--- src/common/ppw_consts.vh ---
// Constants for the push-pull PWM output block: register offsets,
// field positions, mode codes and reset values.
// Assumes inclusion by bare name from the top-level design file only.
`ifndef PPW_CONSTS_VH
`define PPW_CONSTS_VH

// Register offsets (byte addresses, 8-bit registers)
`define PPW_AW 3
`define PPW_DW 8
`define PPW_OFF_CON 3'h0
`define PPW_OFF_CLK 3'h1
`define PPW_OFF_DBR 3'h2
`define PPW_OFF_DBF 3'h3
`define PPW_OFF_STR 3'h4
`define PPW_OFF_STAT 3'h5

// Control register fields
`define PPW_CON_EN 7
`define PPW_CON_LOAD 6
`define PPW_CON_DBR_EN 5
`define PPW_CON_DBF_EN 4
`define PPW_CON_MODE_HI 3
`define PPW_CON_MODE_LO 0

// Mode codes
`define PPW_MODE_SINGLE 4'h0
`define PPW_MODE_COMP 4'h1
`define PPW_MODE_PP 4'h2
`define PPW_MODE_PP_COMP 4'h3
`define PPW_MODE_PP4 4'h4
`define PPW_MODE_PP6 4'h5

// Clock select codes
`define PPW_CLK_SYS 2'h0
`define PPW_CLK_64M 2'h1
`define PPW_CLK_EXT 2'h2

// Reset values
`define PPW_RST_CON 8'h00
`define PPW_RST_CLK 2'h0
`define PPW_RST_DB 8'h00
`define PPW_RST_STR 6'h01

`endif

--- src/rtl/ppw_deadband.v ---
// Dead-band timer: counts working-clock ticks after a start pulse.
// Assumes len is non-zero; a zero length is bypassed by the caller.
`timescale 1ns/1ps
`default_nettype none
module ppw_deadband #(
  parameter W = 8
) (
  // Clock and reset
  input wire sys_clk,
  input wire srst,
  // Control
  input wire start,
  input wire [W-1:0] len,
  input wire tick,
  // Status
  output reg busy_q,
  output reg done_q
);
  reg [W-1:0] cnt_q;
  reg [W-1:0] len_q;

  always @(posedge sys_clk) begin
    if (srst) begin
      cnt_q <= {W{1'b0}};
      len_q <= {W{1'b0}};
      busy_q <= 1'b0;
      done_q <= 1'b0;
    end else begin
      done_q <= 1'b0;
      if (start) begin
        cnt_q <= {W{1'b0}};
        len_q <= len;
        busy_q <= 1'b1;
      end else if (busy_q && tick) begin
        if (cnt_q + 1'b1 >= len_q) begin
          busy_q <= 1'b0;
          done_q <= 1'b1;
        end else begin
          cnt_q <= cnt_q + 1'b1;
        end
      end
    end
  end
endmodule
`default_nettype wire

--- src/rtl/ppw_period_flag.v ---
// Odd/even period flag for push-pull alternation.
// Assumes period_evt is a one-cycle pulse on sys_clk.
`timescale 1ns/1ps
`default_nettype none
module ppw_period_flag (
  // Clock and reset
  input wire sys_clk,
  input wire srst,
  // Control
  input wire enable,
  input wire period_evt,
  // Flag
  output reg odd_q
);
  always @(posedge sys_clk) begin
    if (srst) begin
      odd_q <= 1'b1;
    end else if (!enable) begin
      odd_q <= 1'b1;
    end else if (period_evt) begin
      odd_q <= ~odd_q;
    end
  end
endmodule
`default_nettype wire

--- src/rtl/ppw_top.v ---
// Push-pull PWM output waveform logic with register port.
// Assumes synchronous one-cycle event pulses and tick inputs.
//
// Contract
// - Basic push-pull pulses on A in odd periods, B in even.
// - Basic push-pull drives only A and B, no dead band or steering.
// - Odd rise sets A, odd fall clears A; even periods use B.
// - Complementary push-pull: primaries on A,B; complements on E,F.
// - Odd rise: E inactive, rising dead band, then A active.
// - Odd fall: A inactive, falling dead band, then E active.
// - Even events do the same on B and F.
// - Four-output full bridge uses only A to D, no dead band.
// - Odd events drive bridge outs zero and two; even one and three.
// - In full-bridge modes A equals C and B equals D.
// - Six-output: primaries A to D, complements E,F, dead band.
// - Six-output odd rise: E off, dead band, A and C on.
// - Six-output even rise: F off, dead band, B and D on.
// - Enabling write with the load bit also set loads buffered steering and dead-band times.
// - Complementary single-phase value enables both dead bands.
// - Clock select one picks the 64 MHz tick source.
//
// Design decisions made here: the address-and-strobe port and the address map.
`timescale 1ns/1ps
`default_nettype none
`include "ppw_consts.vh"
module ppw_top #(
  parameter DBW = 8
) (
  // Clock and reset
  input wire sys_clk,
  input wire srst,
  // Register port
  input wire [`PPW_AW-1:0] reg_addr,
  input wire [`PPW_DW-1:0] reg_wdata,
  input wire reg_wr,
  input wire reg_rd,
  output reg [`PPW_DW-1:0] reg_rdata_q,
  // Events
  input wire period_evt,
  input wire rise_evt,
  input wire fall_evt,
  // Working clock ticks
  input wire tick_64m,
  input wire tick_ext,
  // PWM outputs
  output reg pwm_out_a_q,
  output reg pwm_out_b_q,
  output reg pwm_out_c_q,
  output reg pwm_out_d_q,
  output reg pwm_out_e_q,
  output reg pwm_out_f_q
);

  ////////////////////////////////////////////////////////////////////////
  // Mode decode
  function is_pp;
    input [3:0] m;
    begin
      is_pp = (m == `PPW_MODE_PP) || (m == `PPW_MODE_PP_COMP) ||
              (m == `PPW_MODE_PP4) || (m == `PPW_MODE_PP6);
    end
  endfunction

  function has_db;
    input [3:0] m;
    begin
      has_db = (m == `PPW_MODE_COMP) || (m == `PPW_MODE_PP_COMP) ||
               (m == `PPW_MODE_PP6);
    end
  endfunction

  ////////////////////////////////////////////////////////////////////////
  // Registers
  reg en_q;
  reg dbr_en_q;
  reg dbf_en_q;
  reg [3:0] mode_q;
  reg [1:0] clk_sel_q;
  reg [DBW-1:0] dbr_buf_q;
  reg [DBW-1:0] dbf_buf_q;
  reg [DBW-1:0] dbr_act_q;
  reg [DBW-1:0] dbf_act_q;
  reg [5:0] str_buf_q;
  reg [5:0] str_act_q;

  wire con_wr = reg_wr && (reg_addr == `PPW_OFF_CON);
  wire go_load = con_wr && reg_wdata[`PPW_CON_EN] &&
                 reg_wdata[`PPW_CON_LOAD];

  always @(posedge sys_clk) begin
    if (srst) begin
      en_q <= 1'b0;
      dbr_en_q <= 1'b0;
      dbf_en_q <= 1'b0;
      mode_q <= `PPW_MODE_SINGLE;
      clk_sel_q <= `PPW_RST_CLK;
      dbr_buf_q <= `PPW_RST_DB;
      dbf_buf_q <= `PPW_RST_DB;
      dbr_act_q <= `PPW_RST_DB;
      dbf_act_q <= `PPW_RST_DB;
      str_buf_q <= `PPW_RST_STR;
      str_act_q <= `PPW_RST_STR;
    end else begin
      if (con_wr) begin
        en_q <= reg_wdata[`PPW_CON_EN];
        dbr_en_q <= reg_wdata[`PPW_CON_DBR_EN];
        dbf_en_q <= reg_wdata[`PPW_CON_DBF_EN];
        mode_q <= reg_wdata[`PPW_CON_MODE_HI:`PPW_CON_MODE_LO];
      end
      if (go_load) begin
        dbr_act_q <= dbr_buf_q;
        dbf_act_q <= dbf_buf_q;
        str_act_q <= str_buf_q;
      end
      if (reg_wr && (reg_addr == `PPW_OFF_CLK)) begin
        clk_sel_q <= reg_wdata[1:0];
      end
      if (reg_wr && (reg_addr == `PPW_OFF_DBR)) begin
        dbr_buf_q <= reg_wdata[DBW-1:0];
      end
      if (reg_wr && (reg_addr == `PPW_OFF_DBF)) begin
        dbf_buf_q <= reg_wdata[DBW-1:0];
      end
      if (reg_wr && (reg_addr == `PPW_OFF_STR)) begin
        str_buf_q <= reg_wdata[5:0];
      end
    end
  end

  ////////////////////////////////////////////////////////////////////////
  // Working clock tick
  reg tick;

  always @* begin
    case (clk_sel_q)
      `PPW_CLK_SYS: tick = 1'b1;
      `PPW_CLK_64M: tick = tick_64m;
      `PPW_CLK_EXT: tick = tick_ext;
      default: tick = 1'b1;
    endcase
  end

  ////////////////////////////////////////////////////////////////////////
  // Period parity
  wire odd;

  ppw_period_flag u_flag (
    .sys_clk(sys_clk),
    .srst(srst),
    .enable(en_q),
    .period_evt(period_evt),
    .odd_q(odd)
  );

  ////////////////////////////////////////////////////////////////////////
  // Event routing to output pairs (pair 0 odd/A/E, pair 1 even/B/F)
  reg [1:0] prim_q;
  reg [1:0] comp_q;
  reg [1:0] pend_p_q;
  reg [1:0] pend_c_q;
  reg [1:0] db_start;
  reg [DBW-1:0] db_len0;
  reg [DBW-1:0] db_len1;
  wire [1:0] db_busy;
  wire [1:0] db_done;

  wire sel = is_pp(mode_q) ? ~odd : 1'b0;
  wire db_ok = has_db(mode_q);
  wire use_dbr = db_ok && dbr_en_q && (dbr_act_q != {DBW{1'b0}});
  wire use_dbf = db_ok && dbf_en_q && (dbf_act_q != {DBW{1'b0}});
  wire ev_rise = en_q && rise_evt && !fall_evt;
  wire ev_fall = en_q && fall_evt;

  always @* begin
    db_start = 2'b00;
    db_len0 = dbr_act_q;
    db_len1 = dbr_act_q;
    if (ev_rise && use_dbr) begin
      db_start[sel] = 1'b1;
    end
    if (ev_fall && use_dbf) begin
      db_start[sel] = 1'b1;
      if (sel) begin
        db_len1 = dbf_act_q;
      end else begin
        db_len0 = dbf_act_q;
      end
    end
  end

  ppw_deadband #(
    .W(DBW)
  ) u_db0 (
    .sys_clk(sys_clk),
    .srst(srst),
    .start(db_start[0]),
    .len(db_len0),
    .tick(tick),
    .busy_q(db_busy[0]),
    .done_q(db_done[0])
  );

  ppw_deadband #(
    .W(DBW)
  ) u_db1 (
    .sys_clk(sys_clk),
    .srst(srst),
    .start(db_start[1]),
    .len(db_len1),
    .tick(tick),
    .busy_q(db_busy[1]),
    .done_q(db_done[1])
  );

  ////////////////////////////////////////////////////////////////////////
  // Pair state
  integer i;

  always @(posedge sys_clk) begin
    if (srst) begin
      prim_q <= 2'b00;
      comp_q <= 2'b00;
      pend_p_q <= 2'b00;
      pend_c_q <= 2'b00;
    end else if (!en_q) begin
      prim_q <= 2'b00;
      comp_q <= 2'b00;
      pend_p_q <= 2'b00;
      pend_c_q <= 2'b00;
    end else begin
      for (i = 0; i < 2; i = i + 1) begin
        if (db_done[i] && pend_p_q[i]) begin
          prim_q[i] <= 1'b1;
          pend_p_q[i] <= 1'b0;
        end
        if (db_done[i] && pend_c_q[i]) begin
          comp_q[i] <= 1'b1;
          pend_c_q[i] <= 1'b0;
        end
        if (ev_rise && (sel == i[0])) begin
          comp_q[i] <= 1'b0;
          pend_c_q[i] <= 1'b0;
          if (use_dbr) begin
            pend_p_q[i] <= 1'b1;
          end else begin
            prim_q[i] <= 1'b1;
          end
        end
        if (ev_fall && (sel == i[0])) begin
          prim_q[i] <= 1'b0;
          pend_p_q[i] <= 1'b0;
          if (use_dbf) begin
            pend_c_q[i] <= 1'b1;
          end else begin
            comp_q[i] <= 1'b1;
          end
        end
      end
    end
  end

  ////////////////////////////////////////////////////////////////////////
  // Output mapping
  reg [5:0] out_d;

  always @* begin
    out_d = 6'h00;
    if (en_q) begin
      case (mode_q)
        `PPW_MODE_SINGLE: begin
          out_d = {6{prim_q[0]}} & str_act_q;
        end
        `PPW_MODE_COMP: begin
          out_d[0] = prim_q[0] & str_act_q[0];
          out_d[1] = comp_q[0] & str_act_q[1];
          out_d[2] = prim_q[0] & str_act_q[2];
          out_d[3] = comp_q[0] & str_act_q[3];
          out_d[4] = prim_q[0] & str_act_q[4];
        end
        `PPW_MODE_PP: begin
          out_d[0] = prim_q[0];
          out_d[1] = prim_q[1];
        end
        `PPW_MODE_PP_COMP: begin
          out_d[0] = prim_q[0];
          out_d[1] = prim_q[1];
          out_d[4] = comp_q[0];
          out_d[5] = comp_q[1];
        end
        `PPW_MODE_PP4: begin
          out_d[0] = prim_q[0];
          out_d[2] = prim_q[0];
          out_d[1] = prim_q[1];
          out_d[3] = prim_q[1];
        end
        `PPW_MODE_PP6: begin
          out_d[0] = prim_q[0];
          out_d[2] = prim_q[0];
          out_d[1] = prim_q[1];
          out_d[3] = prim_q[1];
          out_d[4] = comp_q[0];
          out_d[5] = comp_q[1];
        end
        default: out_d = 6'h00;
      endcase
    end
  end

  always @(posedge sys_clk) begin
    if (srst) begin
      pwm_out_a_q <= 1'b0;
      pwm_out_b_q <= 1'b0;
      pwm_out_c_q <= 1'b0;
      pwm_out_d_q <= 1'b0;
      pwm_out_e_q <= 1'b0;
      pwm_out_f_q <= 1'b0;
    end else begin
      pwm_out_a_q <= out_d[0];
      pwm_out_b_q <= out_d[1];
      pwm_out_c_q <= out_d[2];
      pwm_out_d_q <= out_d[3];
      pwm_out_e_q <= out_d[4];
      pwm_out_f_q <= out_d[5];
    end
  end

  ////////////////////////////////////////////////////////////////////////
  // Read port
  reg [`PPW_DW-1:0] rd_d;

  always @* begin
    rd_d = 8'h00;
    case (reg_addr)
      `PPW_OFF_CON: begin
        rd_d = {en_q, 1'b0, dbr_en_q, dbf_en_q, mode_q};
      end
      `PPW_OFF_CLK: begin
        rd_d = {6'h00, clk_sel_q};
      end
      `PPW_OFF_DBR: begin
        rd_d = dbr_buf_q;
      end
      `PPW_OFF_DBF: begin
        rd_d = dbf_buf_q;
      end
      `PPW_OFF_STR: begin
        rd_d = {2'h0, str_buf_q};
      end
      `PPW_OFF_STAT: begin
        rd_d = {1'b0, odd, db_busy, comp_q, prim_q};
      end
      default: rd_d = 8'h00;
    endcase
  end

  always @(posedge sys_clk) begin
    if (srst) begin
      reg_rdata_q <= 8'h00;
    end else begin
      reg_rdata_q <= reg_rd ? rd_d : 8'h00;
    end
  end

endmodule
`default_nettype wire

--- config.mk ---
export PLATFORM = sky130hd
export DESIGN_NAME = ppw_top
export DESIGN_NICKNAME = d
export VERILOG_FILES = /design/src/rtl/ppw_deadband.v /design/src/rtl/ppw_period_flag.v /design/src/rtl/ppw_top.v
export VERILOG_INCLUDE_DIRS = /design/src /design/src/common
export SDC_FILE = /design/constraint.sdc
export NUM_CORES = 1
export LEC_CHECK = 0
export BUFFER_PORTS_ARGS = -buffer_cell sky130_fd_sc_hd__buf_2
export CORE_UTILIZATION = 45
export CTS_BUF_LIST = sky130_fd_sc_hd__clkbuf_8
export DETAILED_ROUTE_END_ITERATION = 16
export GPL_TIMING_DRIVEN = 0
export PLACE_DENSITY = 0.63
export SYNTH_ARGS = -nofsm -noshare
export SYNTH_HDL_FRONTEND = slang
export SYNTH_SLANG_ARGS = --single-unit
--- constraint.sdc ---
create_clock -name sys_clk -period 3.69 [get_ports sys_clk]
set_input_delay 0.738 -clock sys_clk [delete_from_list [all_inputs] [get_ports sys_clk]]
set_output_delay 0.738 -clock sys_clk [all_outputs]
set_load 0.05 [all_outputs]
==> impl_results.md <==
* Nature of the critical path startpoint: register
* Maximum number of pins on one net before global-route repair at 19
* Clk Tree Root Cell: sky130_fd_sc_hd__clkbuf_8
* Hold Vio Cnt, Final at 0
* Result of the run: complete, no violations
* Dominant register cell in the synthesized netlist: sky130_fd_sc_hd__dfxtp_1
* Part of the cycle the worst path needs at 83.3%
* Number of cells produced by synthesis at 617
* WP data required at 4.01 ns
* Final critical delay including setup and external delays at approximately 3.1 ns
* Part of the Yosys area used for sequential elements at 43.0%
* Async set or reset register ratio after synthesis at 0%
* Placer Congestion at 0.916
* Placeable core region at roughly 11,000 um^2
* Worst endpoint data arrival time at 3.40 ns
* Fraction of final layout cells sized beyond drive strength 1 at 10.1%
* Post-placement cell count at approximately 790
* Aggregate routed wire length at 13.6 mm
* Final Max Tran Viols at 0
* Remaining max-slew budget at the tightest pin at 16.2%
* Post-DP HPWL at 10.1 mm
* Unrepaired setup endpoints after global routing: false
* Count of input and output buffers at 32
* Leading cell types by total area after synthesis: sky130_fd_sc_hd__dfxtp_1 43%, sky130_fd_sc_hd__nand2_1 7.7%, sky130_fd_sc_hd__a21oi_1 7.3%, sky130_fd_sc_hd__mux2i_1 5.8%, sky130_fd_sc_hd__ha_1 4.8%
* Vias in the first global route at 4,311
* Clock Sinks at around 110
* Wire per inst at 16.9 um
* IR Drop Worst-Case VDD at 0.330 mV
* Mapped cell area at 5220 um^2
* GRT overflow at 0
* Row cnt at 38
* Die Outline Area at 12,000 um^2
* Tightest Pin Transition at 1.25 ns
* Number of nets with antenna violations after detailed routing at 0
* Starting utilization of the core area at between 40% and 50%
* Total nets after synthesis at 657
* CTS Hold Bufs at 0
* Number of remaining DRC errors at 0
* Fraction of synthesized cell area taken by the top area cell type at 43.0%
* Number of primary I/O pins at 34
* Antenna violations before repair at 0
* Via-to-Cell Ratio at 5.71
* Combined global-route utilization of all metal layers at about a quarter
* Post-CTS setup repair buffer count at 0
* TritonRoute pass-1 iters at 4
* Die height at 110 um
* Signed area change from the synthesized netlist to the final layout at 9.83%
* Total power at 2.03 mW
* Type of the worst setup path: register to register
* Worst-path clk slew at roughly 0.10 ns
* Power density of the placed cells at around 350 nW/um^2
* Total negative slack for setup checks at 0 ns
* Max-cap violations at 0
* Library cell with the largest summed area after synthesis: sky130_fd_sc_hd__dfxtp_1
* Die span in x at roughly 110 um
* Post-synthesis area per instance at 8.45 um^2
* Detailed router's first-iteration violation count at 224
* Diodes inserted at 0
* Worst Setup End Kind: register
* Highest fanout seen on the critical path at 10
* Resized cells post-CTS at 0
* Unique masters post-synth at 52
* Post-route non-filler standard cell count at ~800
* Buffer levels on the longest clock path at 2
* Timing-limited maximum frequency at 325 MHz
* # nets final at 700
* Fraction of the core area covered by cells at the end of the flow at 51.7%
* Wire length of the first global-routing pass at between 20 and 25 mm
* Flop and latch count out of synthesis at about 110
* TritonCTS clock tree: built
* Final Skew at between 0.015 and 0.02 ns
* Worst min-delay path category: register to register
* Via Count at 4,593
* Number of synthesized flops with an enable pin at 0
* Static Leakage at around 2.1 nW
* Number of H-tree branching levels at 3
* Count of yosys warnings during synthesis at 0
* Final count of negative-setup-slack endpoints at 0
* Number of buffers added by the clock tree synthesis step at 9
* Clock Latency Late Sink at 0.40 ns
[critical path, cell delays in order, from the launching register on]
cell and delay [ns]:
sky130_fd_sc_hd__dfxtp_1 0.42, sky130_fd_sc_hd__nand3_1 0.20, sky130_fd_sc_hd__or2_2 0.37, sky130_fd_sc_hd__xnor2_1 0.15, sky130_fd_sc_hd__ha_1 0.32, sky130_fd_sc_hd__a211o_1 0.26, sky130_fd_sc_hd__a21oi_1 0.16, sky130_fd_sc_hd__o31ai_1 0.18
sky130_fd_sc_hd__clkbuf_1 0.28, sky130_fd_sc_hd__or4_1 0.51, sky130_fd_sc_hd__a21oi_1 0.14
[routing by layer]
| layer | GRT usage (%) | vias to the layer above | part of all wire (%) |
|---|---|---|---|
| met1 | 31.6 | 2214 | 45 |
| met2 | 40.7 | 91 | 48 |
| met5 | 0 | - | 0 |
| met3 | 5.39 | 20 | 4.4 |
| met4 | 9.05 | 0 | 2.2 |
| li1 | - | 2268 | - |
[area by class of cell]
cell class              count  area, um^2
repair buffers             32         160
multi-input cells         453        2760
inverters                  21        78.8
well taps                 140         175
clock inverters             5        40.0
flip-flops and latches    112        2240
fillers                  1101        5350
clock buffers              10         138
plain buffers              31         131
[cells by family after synthesis]
kind of cell | after synthesis | share of synthesized area [%]
AND/OR/NAND/NOR | 232 | 20.7
multiplexers | 35 | 6.84
buffers and inverters | 52 | 4.03
flip-flops | 112 | 43.0
AO/OA/AOI/OAI | 151 | 18.2
XOR/XNOR | 15 | 2.52
adder cells (fa/ha/maj) | 20 | 4.80
[state kept, by name, summed over array words and instances (netlist names), 2 cells and up]
| name | cells |
|---|---|
| dbf_act_q | 8 |
| dbf_buf_q | 8 |
| dbr_act_q | 8 |
| dbr_buf_q | 8 |
| reg_rdata_q | 8 |
| u_db0.cnt_q | 8 |
| u_db0.len_q | 8 |
| u_db1.cnt_q | 8 |
| u_db1.len_q | 8 |
| str_act_q | 6 |
| str_buf_q | 6 |
| mode_q | 4 |
| clk_sel_q | 2 |
| comp_q | 2 |
| pend_c_q | 2 |
| pend_p_q | 2 |
| prim_q | 2 |
[Yosys cell counts, types with 10 or more instances]
| library cell | number |
|---|---|
| sky130_fd_sc_hd__or4_1 | 10 |
| sky130_fd_sc_hd__mux2i_1 | 30 |
| sky130_fd_sc_hd__a211oi_1 | 21 |
| sky130_fd_sc_hd__nor3_1 | 10 |
| sky130_fd_sc_hd__ha_1 | 20 |
| sky130_fd_sc_hd__nand2_1 | 107 |
| sky130_fd_sc_hd__dfxtp_1 | 112 |
| sky130_fd_sc_hd__o21ai_0 | 11 |
| sky130_fd_sc_hd__inv_1 | 21 |
| sky130_fd_sc_hd__clkbuf_1 | 24 |
| sky130_fd_sc_hd__a21oi_1 | 76 |
| sky130_fd_sc_hd__nor2_1 | 53 |
[cells in the final DEF (no fill, tap or decap), types with 7 or more instances in the layout]
cell type / n
sky130_fd_sc_hd__dfxtp_1: 112
sky130_fd_sc_hd__nand2_1: 107
sky130_fd_sc_hd__a21oi_1: 76
sky130_fd_sc_hd__nor2_1: 53
sky130_fd_sc_hd__buf_2: 35
sky130_fd_sc_hd__mux2i_1: 30
sky130_fd_sc_hd__clkbuf_1: 24
sky130_fd_sc_hd__inv_1: 21
sky130_fd_sc_hd__a211oi_1: 21
sky130_fd_sc_hd__ha_1: 20
sky130_fd_sc_hd__o21ai_0: 11
sky130_fd_sc_hd__or4_1: 10
sky130_fd_sc_hd__nor3_1: 10
sky130_fd_sc_hd__clkbuf_8: 10
sky130_fd_sc_hd__xnor2_1: 9
sky130_fd_sc_hd__nand2b_1: 9
sky130_fd_sc_hd__o31ai_1: 9
sky130_fd_sc_hd__nand3_1: 7
sky130_fd_sc_hd__a22oi_1: 7
[where the power goes]
group | switching (mW) | internal, mW | total (mW) | leakage [nW]
clock | 0.436 | 0.267 | 0.703 | 0.0867
sequential | 0.00792 | 1.22 | 1.22 | 0.903
combinational | 0.0672 | 0.0315 | 0.0988 | 1.10
[through the flow]
step,setup WS (ns),hold WS (ns),area [um^2]
after floorplan,1.00,0.432,5220
after global placement,0.714,0.449,5550
after detailed placement,0.622,0.450,5550
after CTS,0.596,0.465,5730
after global routing,0.373,0.499,5730
final,0.615,0.461,5730
[worst paths after layout]
kind	from	endpoint	slack (ns)	cells past startpoint
max	u_db1.cnt_q[2]	u_db1.cnt_q[7]	0.61	10
min	str_act_q[2]	str_act_q[2]	0.46	2
max reg2reg	u_db1.cnt_q[2]	u_db1.cnt_q[7]	0.61	10
min reg2reg	str_act_q[2]	str_act_q[2]	0.46	2
Note: power is estimated with default switching activity, not from simulation.
